===== src/usb_ep_consts.svh =====
// Purpose: Offsets, field positions, reset values and sizes for the bulk endpoint FIFOs.
// Assumes: Register offsets are word indexes; byte address is four times the index.
// Notes:   Definitions only; included by its bare name.
//
// Behaviour
// - Receive FIFO count reads 0 when empty up to 64 when full.
// - Writing receive flush bit empties receive FIFO; flush bit reads zero.
// - Host write into full receive FIFO sets sticky overflow, write-one clears.
// - Read of empty receive FIFO sets sticky underflow, write-one clears.
// - Receive full and empty flags follow occupancy; empty set after reset.
// - Endpoint 3 max packet size, eight bits, units of eight bytes, resets 08h.
// - Endpoint 3 max packet size is presented to the host descriptor.
// - Each CPU write to transmit data port with byte lane 0 enabled pushes one byte unless the FIFO is full.
// - Transmit FIFO bytes go to host through endpoint 4 IN reads.
// - Transmit FIFO count reads 0 when empty up to 64 when full.
// - Transmit-valid lets host IN reads proceed, then clears itself once a read flagged last is taken.
// - Transmit-valid gating applies only while extended gate bit is set.
// - Writing transmit flush bit empties transmit FIFO; flush bit reads zero.
// - CPU write into full transmit FIFO sets sticky overflow, write-one clears.
// - Transmit full and empty follow occupancy; empty after reset; bit 2 reserved.
// - Endpoint 4 max packet size, units of eight bytes, resets 64 bytes, reported.
`ifndef USB_EP_CONSTS_SVH
`define USB_EP_CONSTS_SVH

// ------------------------------------------------------------------
// Sizes
// ------------------------------------------------------------------
`define FIFO_DEPTH     7'h40
`define CNT_W          7
`define PTR_W          6
`define ADDR_W         16
`define IRQ_W          5

// ------------------------------------------------------------------
// Register indexes
// ------------------------------------------------------------------
`define RX_DATA_IDX    16'h4020
`define RX_COUNT_IDX   16'h4022
`define RX_STATUS_IDX  16'h4024
`define RX_MAXPKT_IDX  16'h4026
`define TX_DATA_IDX    16'h4028
`define TX_COUNT_IDX   16'h402A
`define TX_STATUS_IDX  16'h402C
`define TX_MAXPKT_IDX  16'h402E
`define IRQ_STAT_IDX   16'h4040
`define IRQ_MASK_IDX   16'h4041
`define TX_GATE_IDX    16'h4042

// ------------------------------------------------------------------
// Field positions
// ------------------------------------------------------------------
`define ST_EMPTY_BIT   0
`define ST_FULL_BIT    1
`define ST_UNF_BIT     2
`define ST_OVF_BIT     3
`define ST_FLUSH_BIT   4
`define ST_TXVLD_BIT   5
`define TX_GATE_BIT    0
`define IRQ_RX_OVF     0
`define IRQ_RX_UNF     1
`define IRQ_TX_OVF     2
`define IRQ_RX_DATA    3
`define IRQ_TX_SENT    4

// ------------------------------------------------------------------
// Reset values
// ------------------------------------------------------------------
`define MAXPKT_RST     8'h08

`endif


===== src/usb_ep_pkg.sv =====
// Purpose: Types shared by the bulk endpoint FIFO block and its users.
// Assumes: One clock domain.
// Notes:   Constants live in usb_ep_consts.svh.
package usb_ep_pkg;

  typedef logic [7:0] byte_t;

  // Host OUT byte offered to the receive FIFO
  typedef struct packed {
    logic  valid;
    byte_t data;
  } host_out_s;

  // Host IN byte request from the transmit FIFO
  typedef struct packed {
    logic req;
    logic last;
  } host_in_req_s;

  // Answer to an IN byte request
  typedef struct packed {
    logic  ack;
    logic  nak;
    byte_t data;
  } host_in_rsp_s;

  typedef enum logic [1:0] {
    BUS_IDLE = 2'b01,
    BUS_ACK  = 2'b10
  } bus_state_e;

endpackage


===== src/usb_bulk_endpoint_fifos.sv =====
// Purpose: Endpoint 3 receive and endpoint 4 transmit byte FIFOs with Avalon-MM registers.
// Assumes: Host-side engine runs on clk; Avalon address is the register index.
// Notes:   Every access takes one wait cycle; unmapped reads return zero.
`timescale 1ns/1ps
`include "usb_ep_consts.svh"

// ------------------------------------------------------------------
// Byte FIFO, flip-flop storage
// ------------------------------------------------------------------
module byte_fifo (
  input  wire logic              clk,
  input  wire logic              rst_n,
  input  wire logic              push,
  input  usb_ep_pkg::byte_t      push_data,
  input  wire logic              pop,
  input  wire logic              flush,
  output usb_ep_pkg::byte_t      head,
  output logic [`CNT_W-1:0]      count_q,
  output logic                   full,
  output logic                   empty
);
  import usb_ep_pkg::*;

  byte_t             mem_q [`FIFO_DEPTH];
  logic [`PTR_W-1:0] wr_ptr_q;
  logic [`PTR_W-1:0] rd_ptr_q;
  logic              do_push;
  logic              do_pop;

  assign full    = (count_q == `FIFO_DEPTH);
  assign empty   = (count_q == `CNT_W'(0));
  // Full drops the byte, empty leaves all alone
  assign do_push = push && !full;
  assign do_pop  = pop && !empty;
  assign head    = mem_q[rd_ptr_q];

  genvar i;
  generate
    for (i = 0; i < `FIFO_DEPTH; i++) begin : g_mem
      always_ff @(posedge clk) begin
        if (!rst_n) begin
          mem_q[i] <= 8'h00;
        end else if (do_push && !flush && wr_ptr_q == `PTR_W'(i)) begin
          mem_q[i] <= push_data;
        end
      end
    end
  endgenerate

  always_ff @(posedge clk) begin
    if (!rst_n) begin
      wr_ptr_q <= `PTR_W'(0);
      rd_ptr_q <= `PTR_W'(0);
    end else if (flush) begin
      wr_ptr_q <= `PTR_W'(0);
      rd_ptr_q <= `PTR_W'(0);
    end else begin
      if (do_push) begin
        wr_ptr_q <= wr_ptr_q + `PTR_W'(1);
      end
      if (do_pop) begin
        rd_ptr_q <= rd_ptr_q + `PTR_W'(1);
      end
    end
  end

  // Flush wins over a push in the same cycle
  always_ff @(posedge clk) begin
    if (!rst_n) begin
      count_q <= `CNT_W'(0);
    end else if (flush) begin
      count_q <= `CNT_W'(0);
    end else if (do_push && !do_pop) begin
      count_q <= count_q + `CNT_W'(1);
    end else if (do_pop && !do_push) begin
      count_q <= count_q - `CNT_W'(1);
    end
  end

endmodule

// ------------------------------------------------------------------
// Top: endpoint FIFOs and register file
// ------------------------------------------------------------------
module usb_bulk_endpoint_fifos (
  input  wire logic                  clk,
  input  wire logic                  rst_n,
  input  wire logic [`ADDR_W-1:0]    avs_address,
  input  wire logic                  avs_read,
  input  wire logic                  avs_write,
  input  wire logic [31:0]           avs_writedata,
  input  wire logic [3:0]            avs_byteenable,
  output logic [31:0]                avs_readdata,
  output logic                       avs_waitrequest,
  output logic                       irq,
  input  usb_ep_pkg::host_out_s      host_out,
  output logic                       host_out_nak,
  input  usb_ep_pkg::host_in_req_s   host_in_req,
  output usb_ep_pkg::host_in_rsp_s   host_in_rsp,
  output usb_ep_pkg::byte_t          ep3_max_pkt,
  output usb_ep_pkg::byte_t          ep4_max_pkt
);
  import usb_ep_pkg::*;

  function automatic logic is_reg(input logic [`ADDR_W-1:0] a,
                                  input logic [`ADDR_W-1:0] idx);
    is_reg = (a == idx);
  endfunction

  // ----------------------------------------------------------------
  // Declarations
  // ----------------------------------------------------------------
  bus_state_e         bus_q;
  logic               commit;
  logic               wr_commit;
  logic               rd_commit;
  byte_t              wbyte;
  byte_t              rd_byte;
  logic [31:0]        readdata_q;
  logic               waitrequest_q;

  byte_t              rx_head;
  logic [`CNT_W-1:0]  rx_count;
  logic               rx_full;
  logic               rx_empty;
  logic               rx_pop;
  logic               rx_flush;
  logic               rx_ovf_ev;
  logic               rx_unf_ev;
  logic               rx_ovf_q;
  logic               rx_unf_q;

  byte_t              tx_head;
  logic [`CNT_W-1:0]  tx_count;
  logic               tx_full;
  logic               tx_empty;
  logic               tx_push;
  logic               tx_flush;
  logic               tx_take;
  logic               tx_gated;
  logic               tx_ovf_ev;
  logic               tx_ovf_q;
  logic               tx_valid_q;
  logic               tx_gate_q;

  byte_t              rx_maxpkt_q;
  byte_t              tx_maxpkt_q;
  logic [`IRQ_W-1:0]  irq_ev;
  logic [`IRQ_W-1:0]  irq_clr;
  logic [`IRQ_W-1:0]  irq_stat_q;
  logic [`IRQ_W-1:0]  irq_mask_q;
  logic               irq_q;
  logic               out_nak_q;
  host_in_rsp_s       in_rsp_q;

  // ----------------------------------------------------------------
  // Avalon-MM slave: one wait cycle, then commit
  // ----------------------------------------------------------------
  // Side effects happen only at the edge where waitrequest is seen low
  assign commit    = (bus_q == BUS_ACK);
  assign wr_commit = commit && avs_write && avs_byteenable[0];
  assign rd_commit = commit && avs_read;
  assign wbyte     = avs_writedata[7:0];

  always_ff @(posedge clk) begin
    if (!rst_n) begin
      bus_q         <= BUS_IDLE;
      waitrequest_q <= 1'b1;
    end else begin
      case (bus_q)
        BUS_IDLE: begin
          if (avs_read || avs_write) begin
            bus_q         <= BUS_ACK;
            waitrequest_q <= 1'b0;
          end
        end
        BUS_ACK: begin
          bus_q         <= BUS_IDLE;
          waitrequest_q <= 1'b1;
        end
        default: begin
          bus_q         <= BUS_IDLE;
          waitrequest_q <= 1'b1;
        end
      endcase
    end
  end

  always_comb begin
    rd_byte = 8'h00;
    if (is_reg(avs_address, `RX_DATA_IDX)) begin
      rd_byte = rx_empty ? 8'h00 : rx_head;
    end else if (is_reg(avs_address, `RX_COUNT_IDX)) begin
      rd_byte = {1'b0, rx_count};
    end else if (is_reg(avs_address, `RX_STATUS_IDX)) begin
      // Flush bit stays zero on read
      rd_byte[`ST_OVF_BIT]   = rx_ovf_q;
      rd_byte[`ST_UNF_BIT]   = rx_unf_q;
      rd_byte[`ST_FULL_BIT]  = rx_full;
      rd_byte[`ST_EMPTY_BIT] = rx_empty;
    end else if (is_reg(avs_address, `RX_MAXPKT_IDX)) begin
      rd_byte = rx_maxpkt_q;
    end else if (is_reg(avs_address, `TX_COUNT_IDX)) begin
      rd_byte = {1'b0, tx_count};
    end else if (is_reg(avs_address, `TX_STATUS_IDX)) begin
      // Flush and reserved bits stay zero on read
      rd_byte[`ST_TXVLD_BIT] = tx_valid_q;
      rd_byte[`ST_OVF_BIT]   = tx_ovf_q;
      rd_byte[`ST_FULL_BIT]  = tx_full;
      rd_byte[`ST_EMPTY_BIT] = tx_empty;
    end else if (is_reg(avs_address, `TX_MAXPKT_IDX)) begin
      rd_byte = tx_maxpkt_q;
    end else if (is_reg(avs_address, `IRQ_STAT_IDX)) begin
      rd_byte = {3'b000, irq_stat_q};
    end else if (is_reg(avs_address, `IRQ_MASK_IDX)) begin
      rd_byte = {3'b000, irq_mask_q};
    end else if (is_reg(avs_address, `TX_GATE_IDX)) begin
      rd_byte = {7'b0000000, tx_gate_q};
    end
  end

  // Captured one cycle before commit; nothing else pops the receive head
  always_ff @(posedge clk) begin
    if (!rst_n) begin
      readdata_q <= 32'h00000000;
    end else if (bus_q == BUS_IDLE && avs_read) begin
      readdata_q <= {24'h000000, rd_byte};
    end
  end

  // ----------------------------------------------------------------
  // Endpoint 3 receive FIFO
  // ----------------------------------------------------------------
  assign rx_pop    = rd_commit && is_reg(avs_address, `RX_DATA_IDX);
  assign rx_flush  = wr_commit && is_reg(avs_address, `RX_STATUS_IDX)
                     && wbyte[`ST_FLUSH_BIT];
  assign rx_ovf_ev = host_out.valid && rx_full;
  assign rx_unf_ev = rx_pop && rx_empty;

  byte_fifo u_rx_fifo (
    .clk       (clk),
    .rst_n     (rst_n),
    .push      (host_out.valid),
    .push_data (host_out.data),
    .pop       (rx_pop),
    .flush     (rx_flush),
    .head      (rx_head),
    .count_q   (rx_count),
    .full      (rx_full),
    .empty     (rx_empty)
  );

  // Set wins over a write-one clear in the same cycle
  always_ff @(posedge clk) begin
    if (!rst_n) begin
      rx_ovf_q <= 1'b0;
      rx_unf_q <= 1'b0;
    end else begin
      rx_ovf_q <= rx_ovf_ev || (rx_ovf_q && !(wr_commit
                  && is_reg(avs_address, `RX_STATUS_IDX) && wbyte[`ST_OVF_BIT]));
      rx_unf_q <= rx_unf_ev || (rx_unf_q && !(wr_commit
                  && is_reg(avs_address, `RX_STATUS_IDX) && wbyte[`ST_UNF_BIT]));
    end
  end

  always_ff @(posedge clk) begin
    if (!rst_n) begin
      out_nak_q <= 1'b0;
    end else begin
      out_nak_q <= rx_ovf_ev;
    end
  end

  // ----------------------------------------------------------------
  // Endpoint 4 transmit FIFO
  // ----------------------------------------------------------------
  assign tx_push   = wr_commit && is_reg(avs_address, `TX_DATA_IDX);
  assign tx_flush  = wr_commit && is_reg(avs_address, `TX_STATUS_IDX)
                     && wbyte[`ST_FLUSH_BIT];
  assign tx_ovf_ev = tx_push && tx_full;
  // Without the gate bit, transmit-valid is ignored
  assign tx_gated  = tx_gate_q && !tx_valid_q;
  assign tx_take   = host_in_req.req && !tx_gated && !tx_empty;

  byte_fifo u_tx_fifo (
    .clk       (clk),
    .rst_n     (rst_n),
    .push      (tx_push),
    .push_data (wbyte),
    .pop       (tx_take),
    .flush     (tx_flush),
    .head      (tx_head),
    .count_q   (tx_count),
    .full      (tx_full),
    .empty     (tx_empty)
  );

  always_ff @(posedge clk) begin
    if (!rst_n) begin
      tx_ovf_q <= 1'b0;
    end else begin
      tx_ovf_q <= tx_ovf_ev || (tx_ovf_q && !(wr_commit
                  && is_reg(avs_address, `TX_STATUS_IDX) && wbyte[`ST_OVF_BIT]));
    end
  end

  // Software write beats the self-clear so a re-arm is never lost
  always_ff @(posedge clk) begin
    if (!rst_n) begin
      tx_valid_q <= 1'b0;
    end else if (wr_commit && is_reg(avs_address, `TX_STATUS_IDX)) begin
      tx_valid_q <= wbyte[`ST_TXVLD_BIT];
    end else if (tx_take && host_in_req.last) begin
      tx_valid_q <= 1'b0;
    end
  end

  always_ff @(posedge clk) begin
    if (!rst_n) begin
      tx_gate_q <= 1'b0;
    end else if (wr_commit && is_reg(avs_address, `TX_GATE_IDX)) begin
      tx_gate_q <= wbyte[`TX_GATE_BIT];
    end
  end

  always_ff @(posedge clk) begin
    if (!rst_n) begin
      in_rsp_q <= '0;
    end else begin
      in_rsp_q.ack  <= tx_take;
      in_rsp_q.nak  <= host_in_req.req && !tx_take;
      in_rsp_q.data <= tx_take ? tx_head : 8'h00;
    end
  end

  // ----------------------------------------------------------------
  // Max packet size, units of eight bytes
  // ----------------------------------------------------------------
  always_ff @(posedge clk) begin
    if (!rst_n) begin
      rx_maxpkt_q <= `MAXPKT_RST;
    end else if (wr_commit && is_reg(avs_address, `RX_MAXPKT_IDX)) begin
      rx_maxpkt_q <= wbyte;
    end
  end

  always_ff @(posedge clk) begin
    if (!rst_n) begin
      tx_maxpkt_q <= `MAXPKT_RST;
    end else if (wr_commit && is_reg(avs_address, `TX_MAXPKT_IDX)) begin
      tx_maxpkt_q <= wbyte;
    end
  end

  // ----------------------------------------------------------------
  // Interrupt status and mask
  // ----------------------------------------------------------------
  always_comb begin
    irq_ev              = '0;
    irq_ev[`IRQ_RX_OVF]  = rx_ovf_ev;
    irq_ev[`IRQ_RX_UNF]  = rx_unf_ev;
    irq_ev[`IRQ_TX_OVF]  = tx_ovf_ev;
    irq_ev[`IRQ_RX_DATA] = host_out.valid && !rx_full;
    irq_ev[`IRQ_TX_SENT] = tx_take;
  end

  assign irq_clr = (wr_commit && is_reg(avs_address, `IRQ_STAT_IDX))
                   ? wbyte[`IRQ_W-1:0] : '0;

  always_ff @(posedge clk) begin
    if (!rst_n) begin
      irq_stat_q <= '0;
    end else begin
      irq_stat_q <= irq_ev | (irq_stat_q & ~irq_clr);
    end
  end

  always_ff @(posedge clk) begin
    if (!rst_n) begin
      irq_mask_q <= '0;
    end else if (wr_commit && is_reg(avs_address, `IRQ_MASK_IDX)) begin
      irq_mask_q <= wbyte[`IRQ_W-1:0];
    end
  end

  // Registered, so it trails the status bit by one cycle
  always_ff @(posedge clk) begin
    if (!rst_n) begin
      irq_q <= 1'b0;
    end else begin
      irq_q <= |(irq_stat_q & irq_mask_q);
    end
  end

  // ----------------------------------------------------------------
  // Outputs
  // ----------------------------------------------------------------
  assign avs_readdata    = readdata_q;
  assign avs_waitrequest = waitrequest_q;
  assign irq             = irq_q;
  assign host_out_nak    = out_nak_q;
  assign host_in_rsp     = in_rsp_q;
  assign ep3_max_pkt     = rx_maxpkt_q;
  assign ep4_max_pkt     = tx_maxpkt_q;

endmodule


===== config.mk =====
export PLATFORM = sky130hd
export DESIGN_NAME = usb_bulk_endpoint_fifos
export DESIGN_NICKNAME = d
export VERILOG_FILES = /design/src/usb_ep_pkg.sv /design/src/usb_bulk_endpoint_fifos.sv
export VERILOG_INCLUDE_DIRS = /design/src
export SDC_FILE = /design/constraint.sdc
export NUM_CORES = 2
export LEC_CHECK = 0
export BUFFER_PORTS_ARGS = -buffer_cell sky130_fd_sc_hd__buf_2
export CAP_MARGIN = 20
export CORE_ASPECT_RATIO = 0.8
export CORE_MARGIN = 8
export CORE_UTILIZATION = 60
export CTS_CLUSTER_SIZE = 25
export DETAILED_ROUTE_END_ITERATION = 10
export PLACE_DENSITY_LB_ADDON = 0.08
export SLEW_MARGIN = 10
export SYNTH_ARGS = -nofsm -noshare
export SYNTH_HDL_FRONTEND = slang
export SYNTH_HIERARCHICAL = 1
export SYNTH_SLANG_ARGS = --single-unit

===== constraint.sdc =====
create_clock -name clk -period 4.7 [get_ports clk]
set_clock_uncertainty 0.1 [all_clocks]
set_input_delay 0 -clock clk [delete_from_list [all_inputs] [get_ports clk]]
set_output_delay 0 -clock clk [all_outputs]
set_load 0.02 [all_outputs]

Word-level counts from Yosys, hierarchy flattened
Memories as Yosys holds them, arrays and structs flattened. A register that Yosys moved wholly into a read port is not among the register bits.
Index checks and enable logic that the tools add are counted.
{"block": "op_classes", "magnitude_cmp": 0, "n_reduce_logical": 200, "div": 0, "multipliers": 0, "bitwise_logic": 133, "add_sub_neg": 8, "eq_ne": 141, "mux": 539, "n_shift": 0}
{"op": "$mux 8", "n": 136}
{"op": "$mux 1", "n": 392}
{"op": "$eq 6x6->1 const B", "n": 64}
{"op": "$eq 6x5->1 const B", "n": 32}
{"op": "$eq 16x15->1 const B", "n": 11}
{"op": "$logic_and 1x1->1", "n": 167}
{"op": "$or 1x1->1", "n": 128}
{"op": "$eq 6x4->1 const B", "n": 16}
{"op": "$eq 6x3->1 const B", "n": 8}
{"op": "$mux 7", "n": 4}
{"op": "$add 6x1->6 const B", "n": 4}
{"op": "$eq 6x2->1 const B", "n": 4}
{"op": "$logic_not 1->1", "n": 17}
{"op": "$add 7x1->7 const B", "n": 2}
{"op": "$eq 7x7->1 const B", "n": 2}
{"op": "$logic_not 7->1", "n": 2}
{"op": "$sub 7x1->7 const B", "n": 2}
{"op": "$eq 6x1->1 const B", "n": 2}
{"op": "$logic_not 6->1", "n": 2}
{"op": "$mux 6", "n": 2}
{"op": "$and 5x5->5", "n": 2}
{"op": "$mux 4", "n": 2}
{"op": "$reduce_bool 2->1", "n": 3}
{"op": "$mux 5", "n": 1}
{"op": "other kinds (10)", "n": 16}
{"block": "word_totals", "ram_bits": 1024, "ff_bits": 84, "romBits": 0, "latch_bits": 0, "mem_count": 2}
{"name": "u_rx_fifo.mem_q", "depth": 64, "width": 8, "rd": 1, "rd_clocked_by_memory_dff": 1, "write_ports": 64, "line_no": "usb_bulk_endpoint_fifos.sv:24", "text": "byte_t mem_q [`FIFO_DEPTH];"}
{"name": "u_tx_fifo.mem_q", "depth": 64, "width": 8, "rd": 1, "rd_clocked_by_memory_dff": 1, "write_ports": 64, "line_no": "usb_bulk_endpoint_fifos.sv:24"}

Depth between registers and ports, before layout
{"block": "depth", "depth_word": 12, "depth_mapped": 17, "ltp_nobuf": 16}

By module
The synthesis kept the hierarchy.
{"mod": "byte_fifo at u_rx_fifo", "cells_each": 1718, "area_each_um2": 25190.4, "seq_area_each_um2": 15875.2, "n_inst": 1}
{"mod": "byte_fifo at u_tx_fifo", "cells_each": 1727, "area_each_um2": 25096.6, "seq_area_each_um2": 15875.2, "n_inst": 1}
{"mod": "usb_bulk_endpoint_fifos", "cells_each": 320, "area_each_um2": 2849.0, "seq_area_each_um2": 1061.0, "n_inst": 1}

Worst setup path after synthesis
Ideal clock, no wire load.
{"block": "synth_timing", "kind": "register -> register", "from": "register u_tx_fifo.count_q[0]", "to": "register u_tx_fifo.count_q[6]", "required_ps": 4479, "path_slack_ps": 1024, "n_path_buf": 1, "period_less_slack_ps": 3676, "t_arrival_ps": 3456, "path_stages_with_launch": 18, "path_cell_list": "dfxtp_1 -> nor2_1 -> nand2_1 -> nor2_1 -> nor2b_1 -> a21boi_0 -> clkbuf_1 -> inv_1 -> a31oi_1 -> inv_1 -> ha_1 -> inv_1 -> ha_1 -> a21o_1 -> a21oi_1 -> o21ai_0 -> nand4_1 -> mux2_2"}
{"block": "synth_via", "elab_chain_cells": 7, "elab_cells_between_ends": 16, "classes_between": "2 x add/sub; 1 x eq/ne; 2 x mux; 11 x reduce/logical"}
{"element": "start: declaration", "line_no": "usb_bulk_endpoint_fifos.sv:18", "text": "output logic [`CNT_W-1:0] count_q,"}
{"element": "start signal: assignment", "line_no": "usb_bulk_endpoint_fifos.sv:70", "text": "count_q <= `CNT_W'(0);"}
{"element": "start signal: assignment", "line_no": "usb_bulk_endpoint_fifos.sv:72", "text": "count_q <= `CNT_W'(0);"}
{"element": "start signal: assignment", "line_no": "usb_bulk_endpoint_fifos.sv:74", "text": "count_q <= count_q + `CNT_W'(1);"}
{"element": "$logic_not 7->1 (*)", "line_no": "usb_bulk_endpoint_fifos.sv:31", "text": "assign empty = (count_q == `CNT_W'(0));"}
{"element": "named net tx_empty", "line_no": "usb_bulk_endpoint_fifos.sv:136", "text": "logic tx_empty;"}
{"element": "$logic_not 1->1 (*)", "line_no": "usb_bulk_endpoint_fifos.sv:283", "text": "assign tx_take = host_in_req.req && !tx_gated && !tx_empty;"}
{"element": "$logic_and 1x1->1 (*)", "line_no": "usb_bulk_endpoint_fifos.sv:283"}
{"element": "named net tx_take", "line_no": "usb_bulk_endpoint_fifos.sv:139", "text": "logic tx_take;"}
{"element": "$logic_and 1x1->1 (*)", "line_no": "usb_bulk_endpoint_fifos.sv:34", "text": "assign do_pop = pop && !empty;"}
{"element": "$logic_not 1->1", "line_no": "usb_bulk_endpoint_fifos.sv:73", "text": "end else if (do_push && !do_pop) begin"}
{"element": "$logic_and 1x1->1", "line_no": "usb_bulk_endpoint_fifos.sv:73"}
{"element": "$mux 7 / $reduce_bool 2->1 (equally long branches)"}
The timed path passes the listed nets; every way through them passes the cells marked *. The select of a mux whose other input is x is not followed.
A chain may end at the register's enable or synchronous reset.

Worst setup path after layout
{"block": "layout_timing", "from": "input port avs_address[15]", "to": "register u_rx_fifo.count_q[6]"}
{"block": "layout_via", "elab_chain_cells": 6, "elab_cells_between_ends": 12, "classes_between": "2 x eq/ne; 1 x mux; 9 x reduce/logical"}
{"element": "start: declaration", "line_no": "usb_bulk_endpoint_fifos.sv:88", "text": "input wire logic [`ADDR_W-1:0] avs_address,"}
{"element": "$eq 16x15->1 (*)", "line_no": "usb_bulk_endpoint_fifos.sv:107", "text": "is_reg = (a == idx);"}
{"element": "$logic_and 1x1->1 (*)", "line_no": "usb_bulk_endpoint_fifos.sv:234", "text": "assign rx_pop = rd_commit && is_reg(avs_address, `RX_DATA_IDX);"}
{"element": "named net rx_pop", "line_no": "usb_bulk_endpoint_fifos.sv:126", "text": "logic rx_pop;"}
{"element": "$logic_and 1x1->1 (*)", "line_no": "usb_bulk_endpoint_fifos.sv:34"}
{"element": "$logic_not 1->1", "line_no": "usb_bulk_endpoint_fifos.sv:73"}
{"element": "$logic_and 1x1->1", "line_no": "usb_bulk_endpoint_fifos.sv:73"}
{"element": "$mux 7 / $reduce_bool 2->1 (equally long branches)"}
{"element": "end signal: assignment", "line_no": "usb_bulk_endpoint_fifos.sv:72"}
{"element": "end signal: assignment", "line_no": "usb_bulk_endpoint_fifos.sv:74"}
{"element": "end signal: assignment", "line_no": "usb_bulk_endpoint_fifos.sv:76", "text": "count_q <= count_q - `CNT_W'(1);"}
{"element": "end: declaration", "line_no": "usb_bulk_endpoint_fifos.sv:18"}
The timed path passes the listed nets; every way through them passes the cells marked *.

==> results.toml <==
[outcome]
status = "finished clean"

[worst_setup_path]
cp-end-kind = "flip-flop"
required_ns = 5.19
cp_max_fo = 8
timing.rr.start = "u_tx_fifo/count_q[0]"
cp.arrival_ns = 4.67
timing.reg2reg.setup_slack_ns = 0.59
reg2regPathDepth = 16
start_kind = "primary input"
critical_path_class = "primary input to flip-flop"
reg2reg_to = "u_tx_fifo/count_q[6]"

[clocking]
path_clk_slew_ns = 0.06
numCtsBuffers = 110
cts_buffer_depth = 3
cts_sinks = 1127
cts_tree = "built"
h-tree-depth = 3
root_buffer = "clkbuf_16"
ctsResizeCount = 0
insertion_delay_ns = 0.67

[cells_and_area]
layout_commonest_cell = "and2_1"
area_growth_pct = 11.8
final_cell_mix = "and2_1, edfxtp_1, mux4_2"
drive_above_1_share_pct = 18.7
stdcell_count = 5220
final_nets = 4032
fillerInstances = 6245

[place]
place.gp.congestion = 0.924
io_buffer_count = 76
dp.cells = 4959
pre_cts_slack_ns = 0.647
dp_hpwl_mm = 91.3

[worst_hold_path]
min_to = "irq_mask_q[1]"
hold_path_class = "primary input to flip-flop"
hold_depth = 4
min_from = "avs_writedata[1]"

[timing]
final_hold_viol_count = 0
fin_crit_ns = 4.18
fin_tns_setup_ns = 0
setup_viol = 0
fin_ws_ns = 0.521
maxSlewHeadroom_pct = 21.0
rsz0062_at_grt = "no"
final_max_slew_viol_count = 0
worst_pin_slew_ns = 1.18
period_share_pct = 88.9
clock.fmax_mhz = 239

[pwr]
p_leak_nw = 21.0
power_density_nw_per_um2 = 366
ir_worst_vdd_mv = 0.316

[global_route]
grt_pass1_wl_mm = 204
grt_overflow_total = 0
first_global_vias = 32600
grt.total_usage_pct = 27.6
grt_start_max_net_pins = 71
antenna_found_initial = 4

[synth]
syn_area_per_cell_um2 = 14.1
synth_ff_type = "edfxtp_1"
synth.top_cell.area_share_pct = 57.9
synth_edf_count = 1024
ys_seq_area_share_pct = 61.8
synth-seq-cells = 1127
syn_area_um2 = 53100
synth_cells = 3765
yosys.area.top_type = "edfxtp_1"
async_flop_share_pct = 0
ys_types = 83
ys_warn_count = 6
synthTopCellsByArea = "edfxtp_1, and2_1, mux4_2, dfxtp_1, o21ai_0"

[routing]
drt_pass1_iterations = 8
viasPerCell = 6.25
drc = 0
drtIter0Drc = 3971
wl_mm = 137
route.vias.total = 32600
antenna_left = 0
wl_per_cell_um = 26.3

[floorplan]
die-area_um2 = 98400
start_util_pct = 60.6
fp.dieH_um = 282
pin_count = 128
coreArea_um2 = 87600
die_w_um = 349
rows = 97

[run]
drv_cap = 0
==> what timing repair did <==
| item | 4_1_cts | 5_1_grt |
|---|---|---|
| setup buffers | 0 | 0 |
| hold endpoints to repair | 98 | 56 |
| hold buffers | 45 | 1 |
==> logic make-up (layout without fill, tap and decap cells) <==
logic type,count (synthesis),in the layout,synth area share (%)
AO/OA/AOI/OAI,340,340,4.05
other,1,26,0.00706
buffers and inverters,314,556,2.80
flip-flops,1127,1127,61.8
multiplexers,343,343,12.8
adder cells (fa/ha/maj),26,26,0.640
XOR/XNOR,26,26,0.429
AND/OR/NAND/NOR,1588,1588,17.6
==> final cells by class <==
type	count	area [um2]	share of cell area [%]
Antenna cell	2	5.00	0.00842
Timing Repair Buffer	324	2390	4.03
Tap cell	1188	1490	2.50
Multi-Input combinational cell	2347	18900	31.8
Sequential cell	1127	32800	55.3
Clock buffer	150	3060	5.15
Clock inverter	53	611	1.03
Inverter	29	109	0.183
==> worst max-delay path, stage by stage <==
cell	delay (ns)
dlygate4sd3_1	0.53
buf_2	0.13
nor4b_4	0.33
dlygate4sd3_1	0.69
nand3_2	0.21
nor3_1	0.26
inv_1	0.08
a31oi_1	0.52
inv_1	0.15
ha_1	0.29
inv_1	0.20
ha_1	0.28
nor2b_1	0.15
o21a_1	0.20
o21a_1	0.20
o211ai_1	0.25
mux2i_1	0.20
==> report_power, final <==
group          total (mW)  switching, mW  internal (mW)
clock network        8.96           3.70           5.26
logic                1.29          0.851          0.440
registers            11.5          0.173           11.3
total                21.7           4.72           17.0
==> state kept, by name, summed over array words and instances (netlist names), 6 cells and up, named ones only <==
name                cells
u_rx_fifo/mem_q       512
u_tx_fifo/mem_q       512
host_in_rsp            10
avs_readdata            8
ep3_max_pkt             8
ep4_max_pkt             8
u_rx_fifo/count_q       7
u_tx_fifo/count_q       7
u_rx_fifo/rd_ptr_q      6
u_rx_fifo/wr_ptr_q      6
u_tx_fifo/rd_ptr_q      6
u_tx_fifo/wr_ptr_q      6
==> Yosys cell counts (all sizes together), types with 20 or more instances <==
master     n
and2    1032
and3      20
mux4     260
ha        24
nor2     215
clkbuf   171
a22oi     26
buf      114
nor2b     50
nor3      31
a21oi     44
nand2     91
inv       29
edfxtp  1024
nand3     69
o21ai    151
mux2i     66
dfxtp    103
==> per-layer routing <==
metal | up-vias | part of all wire [%] | GRT usage, %
li1 | 14200 | - | -
met1 | 16400 | 41 | 39.7
met2 | 1816 | 44 | 40.9
met3 | 230 | 13 | 9.53
met4 | 0 | 2.4 | 6.63
met5 | - | 0 | 0
==> worst max-delay path by stage <==
stage                            to  depth (start not counted)  slack (ns)                  from
5_1_grt        u_tx_fifo/count_q[6]                         16        0.20  u_tx_fifo/count_q[0]
2_1_floorplan  u_tx_fifo/count_q[6]                         17        1.02  u_tx_fifo/count_q[0]
3_3_place_gp   u_tx_fifo/count_q[6]                         16        0.71  u_tx_fifo/count_q[0]
4_1_cts        u_tx_fifo/count_q[6]                         16        0.63  u_tx_fifo/count_q[0]
6_report       u_rx_fifo/count_q[6]                         17        0.52       avs_address[15]
3_5_place_dp   u_tx_fifo/count_q[6]                         16        0.65  u_tx_fifo/count_q[0]
==> metrics by stage <==
stage / instance area, um2 / total power, mW / util, % / hold slack (ns)
CTS: 59300 / 21.8 / 67.7 / 0.00170
floorplan: 53200 / 12.4 / - / 0.0138
detailed placement: 55200 / 12.9 / 63.0 / 0.160
finish: 59400 / 21.7 / 67.8 / 0.00735
global placement: 55100 / 12.9 / 62.9 / 0.162
global route: 59400 / 22.3 / 67.8 / 0.0455
Note: power is estimated with default switching activity, not from simulation.
